**config.mk**
```make
export PLATFORM = sky130hd
export DESIGN_NAME = sdc_user_port
export DESIGN_NICKNAME = d
export VERILOG_FILES = /design/src/inc/sdc_pkg.sv /design/src/core/sdc_fifo.sv /design/src/core/sdc_user_port.sv
export SDC_FILE = /design/constraint.sdc
export NUM_CORES = 2
export LEC_CHECK = 0
export BUFFER_PORTS_ARGS = -buffer_cell sky130_fd_sc_hd__clkbuf_2
export CAP_MARGIN = 30
export CORE_ASPECT_RATIO = 1.4
export CORE_MARGIN = 4
export CORE_UTILIZATION = 40
export DETAILED_ROUTE_END_ITERATION = 7
export PLACE_DENSITY = 0.66
export SLEW_MARGIN = 25
export SYNTH_ARGS = -nofsm -noshare
export SYNTH_HDL_FRONTEND = slang
export SYNTH_SLANG_ARGS = --single-unit
```
**constraint.sdc**
```tcl
create_clock -name mclk -period 8.85 [get_ports mclk]
set_clock_uncertainty 0.2 [all_clocks]
set_input_delay 0.4425 -clock mclk [delete_from_list [all_inputs] [get_ports mclk]]
set_output_delay 0.4425 -clock mclk [all_outputs]
set_load 0.05 [all_outputs]
```
**src/inc/sdc_pkg.sv**
```systemverilog
// Shared constants, types and address mapping of the SDRAM user port
package sdc_pkg;
  // Request operation codes
  localparam logic [2:0] OP_WR  = 3'h0;
  localparam logic [2:0] OP_RD  = 3'h1;
  localparam logic [2:0] OP_WRB = 3'h3;

  // Register offsets, bytes
  localparam logic [7:0] CTRL_OFS = 8'h00;
  localparam logic [7:0] STAT_OFS = 8'h04;

  // Control field positions and reset values
  localparam int         CTRL_AUTO_PRE = 0;
  localparam int         CTRL_USER_MNT = 1;
  localparam int         CTRL_MAP_X8   = 2;
  localparam logic [2:0] CTRL_RESET    = 3'h0;

  // Status layout: [0] calibrated, [15:8] reads open, [23:16] writes open
  localparam int CNT_W = 8;

  // Timing
  localparam int CLK_NS         = 10;
  localparam int REFI_NS        = 7800;
  localparam int REFI_CYC       = REFI_NS / CLK_NS;
  localparam int ZQI_NS_DEFAULT = 128000000;
  localparam int ZQI_CYC        = ZQI_NS_DEFAULT / CLK_NS;
  localparam int CLK_RATIO      = 4;

  // Address fields
  localparam int ADDR_W = 29;

  typedef struct packed {
    logic [14:0] row;
    logic [9:0]  col;
    logic [1:0]  bank;
    logic [1:0]  group;
  } sdc_loc_t;

  typedef struct packed {
    logic [2:0] op;
    logic       rmw;
    logic       a10;
    logic       prio;
    sdc_loc_t   loc;
  } sdc_req_t;

  // Interleaved mapping, 4 GB single rank, x16 or x8
  function automatic sdc_loc_t sdc_map(input logic [ADDR_W-1:0] a, input logic x8);
    sdc_loc_t m;
    if (x8) begin
      m.row   = a[28:14];
      m.col   = {a[13:8], a[5], a[2:0]};
      m.bank  = {a[7], a[6]};
      m.group = {a[4], a[3]};
    end else begin
      m.row   = a[27:13];
      m.col   = {a[12:7], a[5], a[2:0]};
      m.bank  = {a[6], a[4]};
      m.group = {1'b0, a[3]};
    end
    return m;
  endfunction : sdc_map
endpackage : sdc_pkg

```
**src/core/sdc_fifo.sv**
```systemverilog
// Small flip-flop FIFO with valid/ready on both sides
`timescale 1ns/1ns
`default_nettype none
module sdc_fifo #(
  parameter int W     = 8,
  parameter int DEPTH = 4
) (
  // Clock and reset
  input  wire logic                     mclk,
  input  wire logic                     rst,
  input  wire logic                     ce,
  // Fill side
  input  wire logic                     in_valid,
  output logic                          in_ready,
  input  wire logic [W-1:0]             in_data,
  // Drain side
  output logic                          out_valid,
  input  wire logic                     out_ready,
  output logic      [W-1:0]             out_data,
  output logic      [$clog2(DEPTH):0]   count
);
  localparam int PW = $clog2(DEPTH);

  if (DEPTH < 2 || (1 << PW) != DEPTH) begin : g_chk
    $error("sdc_fifo depth must be a power of two, at least 2");
  end

  typedef struct packed {
    logic [DEPTH-1:0][W-1:0] mem;
    logic [PW-1:0]           wp;
    logic [PW-1:0]           rp;
    logic [PW:0]             cnt;
  } fst_t;

  fst_t q;
  fst_t n;
  logic push;
  logic pop;

  assign in_ready  = (q.cnt != DEPTH[PW:0]);
  assign out_valid = (q.cnt != '0);
  assign out_data  = q.mem[q.rp];
  assign count     = q.cnt;
  assign push      = in_valid && in_ready;
  assign pop       = out_valid && out_ready;

  always_comb begin
    n = q;
    if (push) begin
      n.mem[q.wp] = in_data;
      n.wp        = q.wp + 1'b1;
    end
    if (pop) begin
      n.rp = q.rp + 1'b1;
    end
    n.cnt = q.cnt + {{PW{1'b0}}, push} - {{PW{1'b0}}, pop};
  end

  always_ff @(posedge mclk) begin
    if (rst) begin
      q <= '0;
    end else if (ce) begin
      q <= n;
    end
  end
endmodule : sdc_fifo
`default_nettype wire

```
**src/core/sdc_user_port.sv**
```systemverilog
// SDRAM controller user port: request, write data, read return and maintenance
//Contract
// Command codes: write 000, read 001, masked write 011.
// With error correction, any masked write must use the masked-write code.
// Masked write triggers read-modify-write when error correction is on.
// Precharge input drives A10: low plain, high auto-precharge column command.
// Automatic precharge option ignores the input; controller decides A10.
// Request taken only when strobe and accept are both high.
// User holds request stable until accept is seen high.
// Accept low: uncalibrated, queue full, read/write slots full, periodic read.
// User data width is 2 x clocks-per-cycle x lane width minus check bits.
// One mask bit per byte; set bit leaves that byte unchanged.
// Write word taken only when data-valid and write-ready are high.
// User holds write data, valid and last flag while ready low.
// User marks final write word with the last-word flag.
// Write data lags its command by at most two cycles.
// Read data comes with valid and last-word flags.
// Maintenance requests pulse one cycle, then stay low until acknowledged.
// Acknowledge once the maintenance command reaches the physical layer.
// User clock is a quarter of memory clock; all ports sampled on it.
// User-side reset is driven synchronous to the user clock.
// Calibration-done rises when calibration ends; accept stays low before.
// Interleaved x8: group from bit 3, bank from 3 plus group width plus 1.
// x16 4 GB: row 27-13, column 12-7,5,2-0, bank 6,4, group 3.
// x8 4 GB: row 28-14, column 13-8,5,2-0, bank 7,6, group 4,3.
// Read data returns in request order.
// Default mode self-generates refresh and calibration; user inputs need user mode.
// Acknowledges are one-cycle pulses, only for requests actually made.
//
// Local design decisions: the control and status registers and the Wishbone interface to them.
`timescale 1ns/1ns
`default_nettype none
module sdc_user_port #(
  parameter int DQ_WIDTH   = 16,
  parameter int ECC_ON     = 0,
  parameter int ECC_WIDTH  = 0,
  parameter int RD_SLOTS   = 8,
  parameter int WR_SLOTS   = 4,
  parameter int CMD_DEPTH  = 4,
  parameter int WD_DEPTH   = 4,
  parameter int ZQI_CYCLES = sdc_pkg::ZQI_CYC,
  parameter int DW         = 2 * sdc_pkg::CLK_RATIO * (DQ_WIDTH - (ECC_ON != 0 ? ECC_WIDTH : 0)),
  parameter int MW         = DW / 8
) (
  // Clock, reset, enable
  input  wire logic                          mclk,
  input  wire logic                          rst,
  input  wire logic                          ce,
  // Request handshake
  input  wire logic                          app_en,
  output logic                               app_rdy,
  input  wire logic [2:0]                    app_cmd,
  input  wire logic [sdc_pkg::ADDR_W-1:0]    app_addr,
  input  wire logic                          app_autoprecharge,
  input  wire logic                          request_priority,
  // Write data
  input  wire logic                          app_wdf_wren,
  output logic                               app_wdf_rdy,
  input  wire logic [DW-1:0]                 app_wdf_data,
  input  wire logic [MW-1:0]                 app_wdf_mask,
  input  wire logic                          app_wdf_end,
  // Read return
  output logic                               app_rd_data_valid,
  output logic                               app_rd_data_end,
  output logic      [DW-1:0]                 app_rd_data,
  // Maintenance
  input  wire logic                          user_refresh_request,
  output logic                               user_refresh_done,
  input  wire logic                          user_impedance_cal_request,
  output logic                               user_impedance_cal_done,
  // Status toward user
  output logic                               calib_done,
  output logic                               user_side_reset,
  // Controller core side
  input  wire logic                          init_calib_in,
  input  wire logic                          periodic_rd,
  output logic                               dn_valid,
  input  wire logic                          dn_ready,
  output sdc_pkg::sdc_req_t                  dn_req,
  output logic      [DW-1:0]                 dn_data,
  output logic      [MW-1:0]                 dn_mask,
  input  wire logic                          rtn_valid,
  input  wire logic [DW-1:0]                 rtn_data,
  output logic                               mnt_valid,
  output logic                               mnt_is_zq,
  input  wire logic                          mnt_ready,
  // Wishbone slave
  input  wire logic                          wb_cyc_i,
  input  wire logic                          wb_stb_i,
  input  wire logic                          wb_we_i,
  input  wire logic [7:0]                    wb_adr_i,
  input  wire logic [3:0]                    wb_sel_i,
  input  wire logic [31:0]                   wb_dat_i,
  output logic      [31:0]                   wb_dat_o,
  output logic                               wb_ack_o
);
  localparam int CW = sdc_pkg::CNT_W;
  localparam int QW = $bits(sdc_pkg::sdc_req_t);
  localparam int WW = DW + MW + 1;

  if (RD_SLOTS < 1 || RD_SLOTS > 255 || WR_SLOTS < 1 || WR_SLOTS > 255 || DW % 8 != 0
      || ZQI_CYCLES < 2) begin : g_chk
    $error("sdc_user_port parameters out of range");
  end

  typedef struct packed {
    logic          cal_s1;
    logic          cal_s2;
    logic          usr_rst;
    logic          auto_pre;
    logic          user_mnt;
    logic          map_x8;
    logic          wb_ack;
    logic [31:0]   wb_dat;
    logic [CW-1:0] rd_out;
    logic [CW-1:0] wr_pend;
    logic          ref_pend;
    logic          zq_pend;
    logic          ref_usr;
    logic          zq_usr;
    logic          ref_ack;
    logic          zq_ack;
    logic          rd_valid;
    logic          rd_end;
    logic [DW-1:0] rd_data;
    logic [15:0]   refi_cnt;
    logic [31:0]   zqi_cnt;
  } st_t;

  st_t                  q;
  st_t                  n;
  sdc_pkg::sdc_req_t    acc_req;
  sdc_pkg::sdc_req_t    head;
  logic                 is_rd;
  logic                 room;
  logic                 acc;
  logic                 cmd_ir;
  logic                 cmd_ov;
  logic [QW-1:0]        cmd_od;
  logic [$clog2(CMD_DEPTH):0] cmd_cnt;
  logic                 wd_ov;
  logic [WW-1:0]        wd_od;
  logic [$clog2(WD_DEPTH):0]  wd_cnt;
  logic                 hd_wr;
  logic                 dn_fire;
  logic                 mnt_fire;
  logic                 auto_ref;
  logic                 auto_zq;
  logic                 ref_set;
  logic                 zq_set;

  // Accept only with room for the request type
  assign is_rd   = (app_cmd == sdc_pkg::OP_RD);
  assign room    = is_rd ? (q.rd_out < CW'(RD_SLOTS)) : (q.wr_pend < CW'(WR_SLOTS));
  assign app_rdy = q.cal_s2 && cmd_ir && !periodic_rd && room;
  assign acc     = app_en && app_rdy;

  always_comb begin
    acc_req      = '0;
    acc_req.op   = app_cmd;
    acc_req.rmw  = (ECC_ON != 0) && (app_cmd == sdc_pkg::OP_WRB);
    acc_req.a10  = app_autoprecharge;
    acc_req.prio = request_priority;
    acc_req.loc  = sdc_pkg::sdc_map(app_addr, q.map_x8);
  end

  sdc_fifo #(.W(QW), .DEPTH(CMD_DEPTH)) u_cmd (
    .mclk      (mclk),
    .rst       (rst),
    .ce        (ce),
    .in_valid  (acc),
    .in_ready  (cmd_ir),
    .in_data   (acc_req),
    .out_valid (cmd_ov),
    .out_ready (dn_fire),
    .out_data  (cmd_od),
    .count     (cmd_cnt)
  );

  // Write words carry data, mask and last flag
  sdc_fifo #(.W(WW), .DEPTH(WD_DEPTH)) u_wd (
    .mclk      (mclk),
    .rst       (rst),
    .ce        (ce),
    .in_valid  (app_wdf_wren),
    .in_ready  (app_wdf_rdy),
    .in_data   ({app_wdf_end, app_wdf_mask, app_wdf_data}),
    .out_valid (wd_ov),
    .out_ready (dn_fire && hd_wr),
    .out_data  (wd_od),
    .count     (wd_cnt)
  );

  // A write waits at the head for its late data
  assign head     = sdc_pkg::sdc_req_t'(cmd_od);
  assign hd_wr    = (head.op != sdc_pkg::OP_RD);
  assign dn_valid = cmd_ov && (!hd_wr || wd_ov);
  assign dn_fire  = dn_valid && dn_ready;
  assign dn_data  = wd_od[DW-1:0];
  assign dn_mask  = wd_od[DW+MW-1:DW];

  always_comb begin
    dn_req = head;
    // Close the page when nothing queues behind it
    if (q.auto_pre) begin
      dn_req.a10 = (cmd_cnt == 1);
    end else begin
      dn_req.a10 = head.a10;
    end
  end

  // Refresh before calibration when both wait
  assign mnt_valid = q.ref_pend || q.zq_pend;
  assign mnt_is_zq = !q.ref_pend;
  assign mnt_fire  = mnt_valid && mnt_ready;
  assign auto_ref  = !q.user_mnt && q.cal_s2 && (q.refi_cnt == 16'(sdc_pkg::REFI_CYC - 1));
  assign auto_zq   = !q.user_mnt && q.cal_s2 && (q.zqi_cnt == 32'(ZQI_CYCLES - 1));
  assign ref_set   = (q.user_mnt && user_refresh_request) || auto_ref;
  assign zq_set    = (q.user_mnt && user_impedance_cal_request) || auto_zq;

  always_comb begin
    n         = q;
    n.cal_s1  = init_calib_in;
    n.cal_s2  = q.cal_s1;
    n.usr_rst = 1'b0;
    n.wb_ack  = 1'b0;
    if (wb_cyc_i && wb_stb_i && !q.wb_ack) begin
      n.wb_ack = 1'b1;
      n.wb_dat = 32'h0000_0000;
      if (wb_adr_i == sdc_pkg::CTRL_OFS) begin
        n.wb_dat[2:0] = {q.map_x8, q.user_mnt, q.auto_pre};
        if (wb_we_i && wb_sel_i[0]) begin
          n.auto_pre = wb_dat_i[sdc_pkg::CTRL_AUTO_PRE];
          n.user_mnt = wb_dat_i[sdc_pkg::CTRL_USER_MNT];
          n.map_x8   = wb_dat_i[sdc_pkg::CTRL_MAP_X8];
        end
      end else if (wb_adr_i == sdc_pkg::STAT_OFS) begin
        n.wb_dat = {8'h00, q.wr_pend, q.rd_out, 7'h00, q.cal_s2};
      end
    end
    n.rd_out  = q.rd_out + CW'(acc && is_rd) - CW'(rtn_valid);
    n.wr_pend = q.wr_pend + CW'(acc && !is_rd) - CW'(dn_fire && hd_wr);
    // Core returns reads in issue order; pass straight through
    n.rd_valid = rtn_valid;
    n.rd_end   = rtn_valid;
    if (rtn_valid) begin
      n.rd_data = rtn_data;
    end
    // Interval counters only run in the self-maintained mode
    if (q.user_mnt || !q.cal_s2) begin
      n.refi_cnt = 16'h0000;
      n.zqi_cnt  = 32'h0000_0000;
    end else begin
      n.refi_cnt = auto_ref ? 16'h0000 : q.refi_cnt + 16'h0001;
      n.zqi_cnt  = auto_zq ? 32'h0000_0000 : q.zqi_cnt + 32'h0000_0001;
    end
    // New request wins over the clear in the same cycle
    n.ref_pend = (q.ref_pend && !(mnt_fire && !mnt_is_zq)) || ref_set;
    n.zq_pend  = (q.zq_pend && !(mnt_fire && mnt_is_zq)) || zq_set;
    if (ref_set) begin
      n.ref_usr = q.user_mnt;
    end
    if (zq_set) begin
      n.zq_usr = q.user_mnt;
    end
    n.ref_ack = mnt_fire && !mnt_is_zq && q.ref_usr;
    n.zq_ack  = mnt_fire && mnt_is_zq && q.zq_usr;
  end

  always_ff @(posedge mclk) begin
    if (rst) begin
      q          <= '0;
      q.usr_rst  <= 1'b1;
      {q.map_x8, q.user_mnt, q.auto_pre} <= sdc_pkg::CTRL_RESET;
    end else if (ce) begin
      q <= n;
    end
  end

  assign app_rd_data_valid       = q.rd_valid;
  assign app_rd_data_end         = q.rd_end;
  assign app_rd_data             = q.rd_data;
  assign user_refresh_done       = q.ref_ack;
  assign user_impedance_cal_done = q.zq_ack;
  assign calib_done              = q.cal_s2;
  assign user_side_reset         = q.usr_rst;
  assign wb_dat_o                = q.wb_dat;
  assign wb_ack_o                = q.wb_ack;
endmodule : sdc_user_port
`default_nettype wire

```
==> summary.md <==
| Metric | Value |
|---|---|
| Crit-path max cell delay | roughly 650 ps |
| Hold WS | between 60 and 70 ps |
| Hold Vio Cnt, Final | 0 |
| Drt pass-1 iters | 6 |
| Grt ovf | 0 |
| Nets | about 5800 |
| Most frequent cells in the layout | 1625 x nand2_1, 947 x dfxtp_1, 725 x a21oi_1 |
| CP Data Required Time | approximately 9300 ps |
| GP Congestion | between 0.9 and 1 |
| Cell row count | ~140 |
| Fin crit period | around 4800 ps |
| Post-Route Setup TNS | 0 ps |
| Count of pins over their slew limit | 0 |
| CP arrival | about 5200 ps |
| Die X | roughly 280 µm |
| Fin util | between 50% and 60% |
| RSZ-0062 raised after global routing | no |
| Ys flop type | dfxtp_1 |
| Slowest cell on crit path | nor3_1 |
| Iter 0 DRT Violations | ~2700 |
| Clock power share | a little over two fifths |
| Port buffer count | about 670 |
| Gate power share | 12.0% |
| Initial antenna violation count | 13 |
| Initial core utilization | approximately two fifths |
| TritonCTS clock tree | built |
| Least-Margin Pin Slew | ~1000 ps |
| Post-route cell area | slightly above 0.05 mm² |
| Critical path class | reg -> reg |
| Asr flop ratio synth | 0% |
| Reg area | ~0.019 mm² |
| Sequential share of the synthesized area | 46.48% |
| Status | complete, no violations |
| Delay-heaviest family, CP | simple AND/OR/NAND/NOR gates |
| Fmax | between 200 and 250 MHz |
| Post-synth EDFFs | 0 |
| DIE AREA | 0.1077 mm² |
| Crit path buf inv count | 2 |
| CTS resizes | 0 |
| Flop pwr share | a little under half |
| VDD IR-drop max | approximately 0.00018 V |
| R2R Path Start | u_cmd.q[3] |
| Slew HR | 32.82% |
| Die H | 386.6 µm |
| Clock Latency Late Sink | 680 ps |
| Critical Path End Type | flip-flop |
| Syn Area/Cell | ~8.8 µm² |
| Synth unique cells | between 70 and 80 |
| Area of the core | 0.1014 mm² |
| Drt drc | 0 |
| Yosys warns | 0 |
| Total CTS buffers | 95 |
| Global-route wire length before repair | between 150000 and 200000 µm |
| Area growth syn-to-layout | 24.03% |
| Share of cells above drive strength 1 | between 20% and 30% |
| Top Ports | 717 |
| CP startpoint | u_cmd.q[3] |
| Largest net degree at the start of global routing | ~250 |
| Most common cell after layout, fill and taps aside | nand2_1 |
| Clock sink total | roughly 950 |
| Min-delay src | wb_adr_i[4] |
| CTS root buf | clkbuf_16 |
| Count of final setup violators | 0 |
| Clock transition at path regs | 60 ps |
| Multi-input logic area | 0.01884 mm² |
| Hpwl dp | 76860 µm |
| Crit path max fanout | 36 |
| Fillcell total | 9136 |
| Internal Power | ~0.0073 W |
| Vias in the first global route | 35500 |
| CP startpoint kind | flip-flop |
| Post-DRT Antenna Nets | 0 |
| CP Cell Sequence | buf_4 -> mux4_2 -> nor3b_4 -> nor2_1 -> nor3_1 -> ha_1 -> inv_1 -> ha_1 -> fa_1 -> a21oi_1 -> o21bai_1 -> a21oi_1 -> or4_1 -> nand4_1 |
| Mapped Area | around 0.041 mm² |
| Finished Layout Cells | approximately 6800 |
| H-Tree Depth | 3 |
| Dpl cells | around 6200 |
| Max-cap violations | 0 |
| Leak | between 15 and 20 nW |
| Vias per inst | 5.224 |
| Seq cells post-synth | around 950 |
| Vias post-DR | 35440 |
| Power Dens Cells | approximately 190 mW/mm² |
| Fin crit share | a little over half |
| Clock buffer depth | 3 |
| Setup Fix Bufs, Post-CTS | 0 |
| DR WL/cell | ~19 µm |
| Cts-stage hold buffer count | between 300 and 400 |
| Total GRT Usage | 22.51% |
| Mapped Cells | between 4000 and 5000 |
| Switch Pwr | around 0.0026 W |
| DRT Wirelength | approximately 130000 µm |
| Placed cell areas | about 0.044 mm² |
| Worst hold path class | in -> reg |
| Switching part of the total | 26.45% |
==> final timing paths <==
| kind | end | slack, ps | depth (start not counted) |
|---|---|---|---|
| max | q[190] | 4050 | 14 |
| min | wb_dat_o[2] | 60 | 5 |
| max reg2reg | q[190] | 4050 | 14 |
| min reg2reg | u_wd.q[434] | 250 | 2 |
==> area by class of cell <==
cell class                      instances  area share, %
Multi-Input combinational cell       3165          37.08
Sequential cell                       951          37.50
Tap cell                             1330          3.276
Timing Repair Buffer                 1100          15.23
Clock buffer                          136          5.497
Clock inverter                         36         0.9679
Antenna cell                           14        0.06896
Inverter                               51         0.3867
==> power groups by stage <==
stage	registers (W)	clock network, W	logic [W]
floorplan	0.00453	0	0.000773
finish	0.00446	0.00424	0.00119
detailed placement	0.00455	0	0.00104
CTS	0.00445	0.00434	0.00118
global placement	0.00454	0	0.00103
global route	0.00447	0.00450	0.00128
==> logic make-up (layout without fill, tap and decap cells) <==
logic type	after synthesis	in the layout	synth area share, %
compound gates	830	830	10.69
xor+xnor	35	35	0.7484
fa+ha+maj	41	41	1.326
buf+inv	556	1323	7.787
flops	951	951	46.48
mux	361	361	14.33
other cells	1	28	0.009155
simple gates	1884	1884	18.62
==> sequential cells by signal, indices dropped and copies added (netlist names) <==
name / cells
n: 1
app_rd_data: 128
u_wd.count: 3
wb_ack_o: 1
app_rd_data_end: 1
q: 71
user_refresh_done: 1
calib_done: 1
u_cmd.q: 140
u_cmd.count: 3
user_side_reset: 1
user_impedance_cal_done: 1
wb_dat_o: 19
u_wd.q: 580
==> per-stage QoR <==
stage	worst slack, ps	total power [W]
2_1_floorplan	5204	0.005304
3_3_place_gp	4054	0.005574
3_5_place_dp	4037	0.005590
4_1_cts	3993	0.009977
5_1_grt	3689	0.01024
6_report	4050	0.009889
==> routing by layer <==
metal  part of all wire (%)  track usage [%]  vias to the layer above
li1                       -                -                    16910
met1                     40            27.26                    17090
met2                     48            38.47                     1152
met3                    6.9            4.862                      286
met4                    4.3            9.856                        6
met5                  0.032                0                        -
==> synth_stat cells (3+ instances only) <==
library cell     n  area [µm²]
nand2_1       1626        6103
dfxtp_1        951       19040
a21oi_1        725        3628
buf_4          195        1464
clkbuf_1       193       724.4
mux4_2         178        4009
mux2i_1        159        1592
nor2_1          78       292.8
buf_2           61       305.3
inv_1           49       183.9
buf_6           39       439.2
ha_1            37       462.9
nand4_1         28       175.2
a22oi_1         25       187.7
mux2_2          24       270.3
nand3_1         24       120.1
o21ai_0         20       100.1
xor2_1          20       175.2
nor3_1          18       90.09
buf_1           16       60.06
xnor2_1         15       131.4
nand4b_1        14       122.6
a31oi_1         12       75.07
o21ai_1         12       60.06
and2_1          11       68.82
nor2_2          11       68.82
and3_1           9       56.30
nor4_1           9       56.30
nand2b_1         8       50.05
or3_1            8       50.05
a211oi_1         6       45.04
nor3b_1          6       45.04
or4_1            5       37.54
fa_1             4       80.08
nand2_2          4       25.02
a21o_1           3       22.52
nand3b_1         3       22.52
o211ai_1         3       22.52
o22ai_1          3       18.77
==> worst reg2reg max path, stage by stage (launching register included) <==
cell	delay [ps]
dfxtp_2	310
buf_4	590
mux4_2	650
nor3b_4	380
nor2_1	150
nor3_1	650
ha_1	360
inv_1	60
ha_1	170
fa_1	230
a21oi_1	80
o21bai_1	230
a21oi_1	120
or4_1	480
nand4_1	100
Note: power is estimated with default switching activity, not from simulation.
